### src/design/rscc_pkg.sv
package rscc_pkg;

  // Bit positions in the reset cause and control register.
  localparam int BIT_POR    = 0;
  localparam int BIT_BOR    = 1;
  localparam int BIT_IDLE   = 2;
  localparam int BIT_SLEEP  = 3;
  localparam int BIT_WATCHDOG_TIMEOUT_FLAG   = 4;
  localparam int BIT_WDTEN  = 5;
  localparam int BIT_SWR    = 6;
  localparam int BIT_EXTERNAL_PIN_RESET_FLAG   = 7;
  localparam int BIT_VREG   = 8;
  localparam int BIT_IOP    = 14;
  localparam int BIT_TRAP   = 15;

  localparam logic [15:0] CTRL_IMPL_MASK = 16'hC1FF;
  // Value after power-on: only the power-on and brown-out flags set.
  localparam logic [15:0] CTRL_POR_VALUE = 16'h0003;
  // Flags cleared by a brown-out: all but the power-on, brown-out and pin flags and control bits.
  localparam logic [15:0] CTRL_BOR_CLEAR = 16'hC05C;

  // Byte addresses on the APB.
  localparam logic [11:0] ADDR_CTRL   = 12'h000;
  localparam logic [11:0] ADDR_ISTAT  = 12'h004;
  localparam logic [11:0] ADDR_IMASK  = 12'h008;
  localparam logic [11:0] ADDR_STATUS = 12'h00C;

  // Interrupt event bits.
  localparam int EV_NUM      = 3;
  localparam int EV_RST_DONE = 0;
  localparam int EV_RST_SEEN = 1;
  localparam int EV_TRAP     = 2;

  // Internal state reset hold time.
  localparam int  CLK_HZ       = 40_000_000;
  localparam int  TRST_US      = 20;
  localparam int  TRST_CYCLES  = (TRST_US * (CLK_HZ / 1_000_000));

  typedef enum logic [1:0] {
    RSCC_IDLE,
    RSCC_HOLD
  } rscc_state_e;

endpackage

### src/design/rscc_src_if.sv
`timescale 1ns/10ps
interface rscc_src_if;
  logic hw_por;
  logic hw_bor;
  logic hw_master_clear_pin;
  logic hw_swr;
  logic hw_wdt;
  logic hw_trap;
  logic hw_iop;
  logic any_src;
  logic warm_src;

  modport combiner (
    input  hw_por, hw_bor, hw_master_clear_pin, hw_swr, hw_wdt, hw_trap, hw_iop,
    output any_src, warm_src
  );
  modport user (
    output hw_por, hw_bor, hw_master_clear_pin, hw_swr, hw_wdt, hw_trap, hw_iop,
    input  any_src, warm_src
  );
endinterface

### src/design/rscc_combiner.sv
`timescale 1ns/10ps
module rscc_combiner (
  rscc_src_if.combiner src
);
  assign src.warm_src = src.hw_master_clear_pin | src.hw_swr | src.hw_wdt
                      | src.hw_trap | src.hw_iop;
  assign src.any_src  = src.warm_src | src.hw_por | src.hw_bor;
endmodule

### src/design/rscc_hold_timer.sv
`timescale 1ns/10ps
module rscc_hold_timer #(
  parameter int HOLD_CYCLES = rscc_pkg::TRST_CYCLES
) (
  input  wire logic clk,
  input  wire logic arst_n,
  input  wire logic start,
  output logic      busy,
  output logic      done
);
  localparam int CW = $clog2(HOLD_CYCLES + 1);

  rscc_pkg::rscc_state_e state;
  logic [CW-1:0]         count;
  wire                   last = (count == CW'(1));

  always_ff @(posedge clk or negedge arst_n) begin
    if (!arst_n) begin
      state <= rscc_pkg::RSCC_IDLE;
      count <= '0;
      done  <= 1'b0;
    end else begin
      done <= 1'b0;
      case (state)
        rscc_pkg::RSCC_IDLE: begin
          if (start) begin
            state <= rscc_pkg::RSCC_HOLD;
            count <= CW'(HOLD_CYCLES);
          end
        end
        rscc_pkg::RSCC_HOLD: begin
          // A new source restarts the full hold.
          if (start) begin
            count <= CW'(HOLD_CYCLES);
          end else if (last) begin
            state <= rscc_pkg::RSCC_IDLE;
            done  <= 1'b1;
          end else begin
            count <= count - CW'(1);
          end
        end
        default: state <= rscc_pkg::RSCC_IDLE;
      endcase
    end
  end

  assign busy = (state == rscc_pkg::RSCC_HOLD);
endmodule

### src/design/rscc_top.sv
// Design decisions made here: the register offsets and the APB register port.
`timescale 1ns/10ps
// How it works
// Any active reset source drives the single master system reset.
// Seven sources: power-on, brown-out, pin, instruction, watchdog, trap, illegal.
// Every reset event sets its own cause flag in the control register.
// Power-on clears all flags except the power-on and brown-out flags, which it sets.
// Software may set or clear flags; that never causes a reset.
// Trap flag bit 15 set by trap conflict, cleared by power-on or brown-out.
// Illegal-operation flag bit 14, cleared by power-on or brown-out.
// Pin flag bit 7 set by pin reset, cleared only by power-on.
// Software-reset flag bit 6, cleared by power-on or brown-out.
// Watchdog flag bit 4; power-save instruction, power-on or brown-out clear it.
// Sleep bit 3 and idle bit 2 set by power-save instructions.
// Power-on flag bit 0 stays set until software clears it.
// Bit 5 enables the watchdog; the fuse forces it on regardless.
// Bit 8 keeps the regulator active in sleep when set.
// Bits 13 to 9 read as zero.
// Defined registers reset; others keep contents across warm resets.
// Software should clear the cause flags after reading them.
// Warm resets hold the master reset for 20 us before release.
// A hardware set wins over a software write in the same cycle.
module rscc_top #(
  parameter int HOLD_CYCLES = rscc_pkg::TRST_CYCLES
) (
  input  wire logic        clk,
  input  wire logic        arst_n,
  input  wire logic        por_event,
  input  wire logic        bor_event,
  input  wire logic        master_clear_pin_event,
  input  wire logic        swr_event,
  input  wire logic        wdt_event,
  input  wire logic        trap_event,
  input  wire logic        iop_event,
  input  wire logic        power_save_instruction_sleep,
  input  wire logic        power_save_instruction_idle,
  input  wire logic        watchdog_config_fuse,
  input  wire logic        psel,
  input  wire logic        penable,
  input  wire logic        pwrite,
  input  wire logic [11:0] paddr,
  input  wire logic [31:0] pwdata,
  input  wire logic [3:0]  pstrb,
  output logic      [31:0] prdata,
  output logic             pready,
  output logic             pslverr,
  output logic             master_system_reset,
  output logic             watchdog_enable,
  output logic             regulator_active_in_sleep,
  output logic             irq
);
  // The block itself is not reset by warm sources; only arst_n (power
  // supply) clears it, so the cause flags survive the reset they record.

  rscc_src_if src ();
  assign src.hw_por  = por_event;
  assign src.hw_bor  = bor_event;
  assign src.hw_master_clear_pin = master_clear_pin_event;
  assign src.hw_swr  = swr_event;
  assign src.hw_wdt  = wdt_event;
  assign src.hw_trap = trap_event;
  assign src.hw_iop  = iop_event;

  rscc_combiner u_comb (
    .src (src)
  );

  logic hold_busy;
  logic hold_done;

  rscc_hold_timer #(
    .HOLD_CYCLES (HOLD_CYCLES)
  ) u_hold (
    .clk    (clk),
    .arst_n (arst_n),
    .start  (src.warm_src),
    .busy   (hold_busy),
    .done   (hold_done)
  );

  // Power-on and brown-out act for as long as they are present; warm
  // sources are stretched by the hold timer.
  assign master_system_reset = src.any_src | hold_busy;

  // APB decode. The slave always answers in the access cycle.
  wire        access   = psel & penable;
  wire        wr_en    = access & pwrite;
  wire        sel_ctrl = (paddr == rscc_pkg::ADDR_CTRL);
  wire        sel_ist  = (paddr == rscc_pkg::ADDR_ISTAT);
  wire        sel_imk  = (paddr == rscc_pkg::ADDR_IMASK);
  wire        sel_sts  = (paddr == rscc_pkg::ADDR_STATUS);
  wire        mapped   = sel_ctrl | sel_ist | sel_imk | sel_sts;
  wire [15:0] lane_msk = {{8{pstrb[1]}}, {8{pstrb[0]}}};

  assign pready  = 1'b1;
  assign pslverr = access & ~mapped;

  // Cause and control register.
  logic [15:0] ctrl;
  logic [15:0] hw_set;
  logic [15:0] hw_clr;
  logic [15:0] sw_val;
  logic [15:0] next_ctrl;

  always_comb begin
    hw_set = 16'h0000;
    hw_set[rscc_pkg::BIT_POR]   = por_event;
    hw_set[rscc_pkg::BIT_BOR]   = bor_event | por_event;
    hw_set[rscc_pkg::BIT_EXTERNAL_PIN_RESET_FLAG]  = master_clear_pin_event;
    hw_set[rscc_pkg::BIT_SWR]   = swr_event;
    hw_set[rscc_pkg::BIT_WATCHDOG_TIMEOUT_FLAG]  = wdt_event;
    hw_set[rscc_pkg::BIT_TRAP]  = trap_event;
    hw_set[rscc_pkg::BIT_IOP]   = iop_event;
    hw_set[rscc_pkg::BIT_SLEEP] = power_save_instruction_sleep;
    hw_set[rscc_pkg::BIT_IDLE]  = power_save_instruction_idle;
  end

  always_comb begin
    hw_clr = 16'h0000;
    if (bor_event) begin
      hw_clr = rscc_pkg::CTRL_BOR_CLEAR;
    end
    if (power_save_instruction_sleep | power_save_instruction_idle) begin
      hw_clr[rscc_pkg::BIT_WATCHDOG_TIMEOUT_FLAG] = 1'b1;
    end
  end

  assign sw_val = (wr_en & sel_ctrl)
                ? ((ctrl & ~lane_msk) | (pwdata[15:0] & lane_msk))
                : ctrl;

  always_comb begin
    if (por_event) begin
      next_ctrl = rscc_pkg::CTRL_POR_VALUE;
    end else begin
      // Set is applied last so it wins over a clear or a write.
      next_ctrl = ((sw_val & ~hw_clr) | hw_set)
                & rscc_pkg::CTRL_IMPL_MASK;
    end
  end

  always_ff @(posedge clk or negedge arst_n) begin
    if (!arst_n) begin
      ctrl <= rscc_pkg::CTRL_POR_VALUE;
    end else begin
      ctrl <= next_ctrl;
    end
  end

  assign watchdog_enable = watchdog_config_fuse
                         | ctrl[rscc_pkg::BIT_WDTEN];
  assign regulator_active_in_sleep = ctrl[rscc_pkg::BIT_VREG];

  // Interrupt status, mask and line.
  localparam int N = rscc_pkg::EV_NUM;
  logic [N-1:0] istat;
  logic [N-1:0] imask;
  logic [N-1:0] ev;
  logic         rst_q;

  always_ff @(posedge clk or negedge arst_n) begin
    if (!arst_n) begin
      rst_q <= 1'b0;
    end else begin
      rst_q <= src.any_src;
    end
  end

  always_comb begin
    ev = '0;
    ev[rscc_pkg::EV_RST_DONE] = hold_done;
    ev[rscc_pkg::EV_RST_SEEN] = src.any_src & ~rst_q;
    ev[rscc_pkg::EV_TRAP]     = trap_event;
  end

  wire [N-1:0] w1c = (wr_en & sel_ist & pstrb[0]) ? pwdata[N-1:0] : '0;

  always_ff @(posedge clk or negedge arst_n) begin
    if (!arst_n) begin
      istat <= '0;
      imask <= '0;
    end else begin
      istat <= (istat & ~w1c) | ev;
      if (wr_en & sel_imk & pstrb[0]) begin
        imask <= pwdata[N-1:0];
      end
    end
  end

  assign irq = |(istat & imask);

  // Read mux registered on the setup cycle so prdata comes from flops.
  logic [31:0] rd_sel;

  always_comb begin
    rd_sel = 32'h0000_0000;
    if (sel_ctrl) begin
      rd_sel = {16'h0000, ctrl};
    end else if (sel_ist) begin
      rd_sel = {{(32-N){1'b0}}, istat};
    end else if (sel_imk) begin
      rd_sel = {{(32-N){1'b0}}, imask};
    end else if (sel_sts) begin
      rd_sel = {29'h0, watchdog_enable, hold_busy, master_system_reset};
    end
  end

  always_ff @(posedge clk or negedge arst_n) begin
    if (!arst_n) begin
      prdata <= 32'h0000_0000;
    end else if (psel & ~penable & ~pwrite) begin
      prdata <= rd_sel;
    end
  end
endmodule

### config.mk
export PLATFORM = sky130hd
export DESIGN_NAME = rscc_top
export DESIGN_NICKNAME = d
export VERILOG_FILES = /design/src/design/rscc_pkg.sv /design/src/design/rscc_src_if.sv /design/src/design/rscc_combiner.sv /design/src/design/rscc_hold_timer.sv /design/src/design/rscc_top.sv
export SDC_FILE = /design/constraint.sdc
export NUM_CORES = 1
export LEC_CHECK = 0
export ABC_CLOCK_PERIOD_IN_PS = 1950
export BUFFER_PORTS_ARGS = -buffer_cell sky130_fd_sc_hd__buf_4
export CORE_MARGIN = 4
export CORE_UTILIZATION = 40
export DETAILED_ROUTE_END_ITERATION = 12
export GPL_ROUTABILITY_DRIVEN = 0
export PLACE_DENSITY = 0.72
export SYNTH_ARGS = -nofsm -noshare
export SYNTH_HDL_FRONTEND = slang
export SYNTH_HIERARCHICAL = 1
export SYNTH_SLANG_ARGS = --single-unit
### constraint.sdc
create_clock -name clk -period 1.95 [get_ports clk]
set_input_delay 0.0975 -clock clk [delete_from_list [all_inputs] [get_ports clk]]
set_output_delay 0.0975 -clock clk [all_outputs]
set_load 0.005 [all_outputs]
Yosys cells after proc, flatten, opt, wreduce, memory -nomap -nowiden:

Cells that the tools add are included.

* bits in read-only memories: 0
* logic and storage cells: 83
* bits in writable memories: 0
* flip-flop bits (word level): 68
* memories: 0
* latch bits: 0

* div/mod/pow operators: 0
* add/subtract/negate cells: 1
* magnitude comparators: 0
* reductions and logical operators: 6
* bitwise operators: 39
* equal/unequal tests: 9
* multiplexer cells: 20
* multiply operators: 0
* shift-type cells: 0

Operator list (count)
* $mux 16: 4
* $and 16x16->16: 3
* $not 16->16: 2
* $or 16x16->16: 2
* $mux 10: 3
* $eq 12x4->1 const B: 2
* $pmux 10 s2: 1
* $or 1x1->1: 13
* $eq 12x3->1 const B: 1
* $logic_not 12->1: 1
* $mux 3: 4
* $and 1x1->1: 11
* $eq 10x1->1 const B: 1
* $sub 10x1->10 const B: 1
* $and 3x3->3: 2
* $mux 2: 3
* $reduce_and 3->1: 2
* $mux 1: 4
* $ne 2x2->1 const B: 2
* $not 1->1: 4
* $pmux 2 s2: 1
* $ne 3x3->1 const B: 1
* $not 3->3: 1
* $or 3x3->3: 1
* 5 further kinds: 5

Depth between registers and ports, before layout:

* depth after elaboration: 11
* gate-level depth with buffers: 6
* gate-level depth less buffers: 6

Cells and area by module:

The synthesis kept the hierarchy.

By module, submodules not included
* rscc_top: area each 1644.1 um2, cells each 158, instances 1, sequential area each 728.2 um2
* rscc_hold_timer: area each 706.9 um2, cells each 73, instances 1, sequential area each 300.3 um2
* rscc_combiner: area each 26.3 um2, cells each 5, instances 1, sequential area each 0.0 um2

Worst setup path after synthesis:

Ideal clock, no wire load.

* path kind: reg2reg
* start: reg u_hold.count[1]
* end: reg u_hold.state[0]
* library setup time: 0.124 ns
* slack: 0.260 ns
* required time: 1.826 ns
* stages on the path, launching flop included: 6
* arrival time: 1.566 ns
* path buffers: 0
* path through: dfrtp_1 -> inv_1 -> ha_1 -> or4b_4 -> o31a_1 -> or2_1

* word-level cells in the longest chain between the ends: 3

RTL lines
* from (decl): RTL line rscc_hold_timer.sv:14 `logic [CW-1:0] count;`
* from (signal assigned): RTL line rscc_hold_timer.sv:28 `count <= CW'(HOLD_CYCLES);`
* from (signal assigned): RTL line rscc_hold_timer.sv:34 `count <= CW'(HOLD_CYCLES);`
* from (signal assigned): RTL line rscc_hold_timer.sv:39 `count <= count - CW'(1);`
* $eq 10x1->1: RTL line rscc_hold_timer.sv:15 `wire last = (count == CW'(1));`
* $ne 2x1->1 (no source line)
* $reduce_and 3->1 (no source line)
* to (signal assigned): RTL line rscc_hold_timer.sv:19 `state <= rscc_pkg::RSCC_IDLE;`
* to (signal assigned): RTL line rscc_hold_timer.sv:27 `state <= rscc_pkg::RSCC_HOLD;`
* to (signal assigned): RTL line rscc_hold_timer.sv:36 `state <= rscc_pkg::RSCC_IDLE;`
* to (decl): RTL line rscc_hold_timer.sv:13 `rscc_pkg::rscc_state_e state;`

No other way between the ends.
A chain may end at the register's enable or synchronous reset.

Worst setup path in the final report:

Ends and elaborated chain as after synthesis.

==> results by stage <==
Status:
- The flow ran to the end, and the final reports show no timing, DRC or antenna violations.

Routing:
- The aggregate routed wire length is 5460 um.
- The final route contains roughly 1900 vias.
- After detailed routing, the average wire length per cell comes to 14.9 um.
- For this run, design rule violations remaining after detail routing come to 0.
- The detailed-routing iteration count for the pre-antenna-repair pass is 4.
- The starting DRC count in detailed routing is 83.
- The count of nets left with antenna violations once routing finished came out at 0.
- Dividing the detail-routed via count by the number of cells gives 5.30.

Finish:
- Of the cells placed in the final design, the portion with a size suffix greater than 1 is 0.313.
- The footprint of the multi-input gates is 1160 um^2.
- The count of antenna diodes in the layout is 0.
- The final design utilization is 0.514.
- The net count reported at finish is 358.
- The filler cell count in the final layout is about 530.
- The finished layout holds 366 standard cells, fillers aside.
- The layout overhead on the synthesized area is 22.1%.
- The final cell area excluding filler cells is 2900 um^2.
- The combined flip-flop and latch cell area is 1030 um^2.

GRT:
- The number of antenna violations at the first check in global routing is 0.
- For this run, the total global-route usage over all layers was measured as 0.149.
- The first-pass GRT wire length is 9030 um.
- The via count of the first global-routing pass is 1873.
- The remaining global-route overflow is 0.
- The pin count of the biggest net entering global routing is 42.

Setup path:
- The signal on the critical path passes through inv_1, ha_1, or4b_4, o31a_1, or2_1.
- The worst setup path is launched from a register.
- The worst register-to-register path ends at u_hold/state[0].
- The worst setup path is captured at a register.
- Of all nets on the critical path, the largest fanout is 5.
- Among all stages on the critical path, the largest delay is contributed by sky130_fd_sc_hd__or4b_4.
- The kind of cell adding the most delay to the critical path is simple AND/OR/NAND/NOR gates.
- Data arrives at the worst endpoint at around 2000 ps.
- The number of cells on the worst reg-to-reg path is 5.
- The critical setup path kind is register to register.
- The required time reported for the critical path endpoint is 2120 ps.
- The reg-to-reg setup timing slack is 140 ps.
- The worst register-to-register path begins at u_hold/count[1].
- The total buffers and inverters traversed by the critical path is 1.
- For this run, the slowest stage of the critical path takes between 500 and 600 ps.

Min path:
- The hold path startpoint is pwdata[2].
- The terminating pin of the worst hold path is istat[2].
- Along the worst hold path, the cell count comes to 2.
- The worst hold path belongs to the class input pin to register.

Pwr:
- The power share of the clock group is 0.391.
- For this design the total switching power over the nets is between 0.0004 and 0.0005 W.
- Of the total power, the share spent switching nets is 0.232.
- The total power of the final layout is between 0.0015 and 0.002 W.
- The maximum VDD drop is 0.000275 V.
- The reported leakage power is 1.35 nW.
- The part of the power in registers is 0.501.
- The power density normalized to cell area is 599 nW/um^2.
- The cell-internal power is 0.00133 W.
- The combinational fraction of design power is 0.109.

Clock tree:
- The CTS tree is built.
- The CTS H-tree depth is 2.
- The CTS buffer count is 5.
- The clock network latency to the later pin of the worst-skew pair is 290 ps.
- Clock tree synthesis found a total of 41 sinks.
- Clock-pin slew was measured on the worst setup and hold paths at 80 ps.
- The buffer depth of the longest clock path is 2.
- The root buffer cell is sky130_fd_sc_hd__clkbuf_8.

Floorplanning:
- The x dimension of the die is 85.1 um.
- After floorplanning, the core was sized to cover 5640 um^2.
- The die covers a little over 7000 um^2.
- Row generation in the floorplan step produced 27 rows.
- Measured along the y axis, the die boundary spans about 85 um.
- In this run the count of I/O pins placed on the die edge is between 100 and 150.
- The effective utilization at floorplan is 0.421.

Logic synthesis:
- For this run, the leading register cell type out of synthesis is sky130_fd_sc_hd__dfrtp_1.
- The share of the synthesized area in the top cell type is 0.411.
- Of the total synthesized cell area, the portion taken by full adders, half adders and majority gates is 0.0105.
- The simple-gate share of the synthesized area is 0.253.
- Of the total synthesized cell area, the portion taken by XOR and XNOR cells is 0.
- By area the synthesized netlist is led by sky130_fd_sc_hd__dfrtp_1, sky130_fd_sc_hd__buf_4, sky130_fd_sc_hd__nand2_1.
- The number of enable flip-flop cells after synthesis is 0.
- Each instance of the synthesized netlist takes up on average 10.1 um^2.
- The warning count from the yosys run is 6.
- Synthesis inferred 41 register bits.
- The fraction of registers with async set or reset after synthesis is 1.00.
- The cell type contributing the most total cell area after synthesis is sky130_fd_sc_hd__dfrtp_1.
- The dominant cell by count in the synthesized netlist is sky130_fd_sc_hd__dfrtp_1.
- After synthesis the cells add up to approximately 2400 um^2.
- After synthesis, the share of cell area in mux cells is 0.0316.
- The commonest cells after synthesis are sky130_fd_sc_hd__dfrtp_1, sky130_fd_sc_hd__buf_4, sky130_fd_sc_hd__nand2_1.
- The number of instances in the synthesized netlist is between 200 and 250.
- Synthesis instantiated 61 different standard cells from the library.
- The share of synthesized area occupied by flip-flops and latches is 0.433.
- The post-synthesis compound-gate area fraction was 0.154.
- By area, the combinational part of the netlist is dominated by simple AND/OR/NAND/NOR gates.

Timing:
- The count of final hold-check violations came to 0.
- The share of the clock period used by the worst path after layout is 0.928.
- Setup repair after global routing left no endpoint under its margin.
- Between clock sinks in the finished design, the worst skew comes to 8.16 ps.
- The worst-case headroom to the max-slew limit is 0.648.
- The maximum achievable frequency is 0.552 GHz.
- The final sum of negative setup slack is 0 ps.
- The final critical-path required period is approximately 1800 ps.
- The transition time at the pin with the least slew margin is 521 ps.
- Setup violations remaining at the end of the flow were counted as 0.
- The final number of max-transition violations is 0.

Placed design:
- The HPWL after detailed placement is 4240 um.
- After detailed placement, the design holds a cell count of between 300 and 400.
- The number of input and output port buffers inserted is 55.
- In this run the cell area measured after placement is 2770 um^2.

Flow run:
- The tool flagged a number of max-cap violations equal to 0.
==> flip-flops by register name, indices dropped and copies added (netlist names) <==
signal and cells:
imask 3, u_hold/done 1, u_hold/state 1, istat 3, rst_q 1, u_hold/count 10, prdata 11, ctrl 11
==> area by class of cell <==
class	count	share of cell area
Clock buffer	5	0.0237
Clock inverter	3	0.0160
Inverter	15	0.0194
Multi-Input combinational cell	170	0.399
Sequential cell	41	0.354
Tap cell	72	0.0310
Timing Repair Buffer	60	0.156
==> layer usage <==
layer | vias up | part of all wire | wire length (um) | GRT usage
met5 | - | 0 | 0 | 0
met2 | 47 | 0.51 | 2770 | 0.256
met1 | 956 | 0.44 | 2410 | 0.199
li1 | 937 | - | - | -
met3 | 0 | 0.052 | 283 | 0.0311
met4 | 0 | 0 | 0 | 0.0201
==> cells by family after synthesis <==
family / after synthesis
mux: 7
fa+ha+maj: 2
simple gates: 93
compound gates: 46
buf+inv: 45
flops: 41
other cells: 2
==> cell usage in the layout, fill, tap and decap left out, types with 5 or more instances in the layout <==
cell                        n
sky130_fd_sc_hd__inv_1     15
sky130_fd_sc_hd__a21oi_1    6
sky130_fd_sc_hd__o211ai_1   6
sky130_fd_sc_hd__nor2_1    13
sky130_fd_sc_hd__conb_1    22
sky130_fd_sc_hd__dfrtp_1   39
sky130_fd_sc_hd__buf_4     59
sky130_fd_sc_hd__clkbuf_8   5
sky130_fd_sc_hd__nand2_1   21
sky130_fd_sc_hd__a22o_1     8
sky130_fd_sc_hd__nor4b_1    6
sky130_fd_sc_hd__nor3_1     7
==> worst reg2reg max path: cells and delay by family, from the launching register on <==
family | cells | cell delay (ps)
flops | 1 | 410
fa+ha+maj | 1 | 180
simple gates | 2 | 710
compound gates | 1 | 310
buf+inv | 1 | 90
==> metrics by stage <==
stage / hold WS, ps / setup WS (ps)
after floorplan: -198 / 260
after global placement: 111 / 189
after global routing: 9.58 / 55.3
final: 18.9 / 140
after detailed placement: 110 / 177
after CTS: 7.42 / 153
==> what timing repair did <==
action                                  in CTS  in global routing
hold buffers                                 1                  0
hold endpoints to repair                    39                  0
endpoints found under the setup margin       0                  1
gates resized for setup                      0                  1
setup buffers                                0                  0
==> worst max path at each step <==
stage,start,to,depth (start not counted)
after detailed placement,u_hold/count[1],u_hold/state[0],5
final,u_hold/count[1],u_hold/state[0],5
after floorplan,u_hold/count[1],u_hold/state[0],5
after global routing,u_hold/count[1],u_hold/state[0],5
after CTS,u_hold/count[1],u_hold/state[0],5
after global placement,u_hold/count[1],u_hold/state[0],5
==> power by group through the flow <==
stage	Sequential [W]	Combinational (W)	Clock [W]
after global placement	0.000886	0.000185	0
final	0.000870	0.000189	0.000679
after detailed placement	0.000887	0.000187	0
after floorplan	0.000885	0.000107	0
after CTS	0.000870	0.000189	0.000700
after global routing	0.000872	0.000210	0.000737
Power figures use the tool's default switching activity.
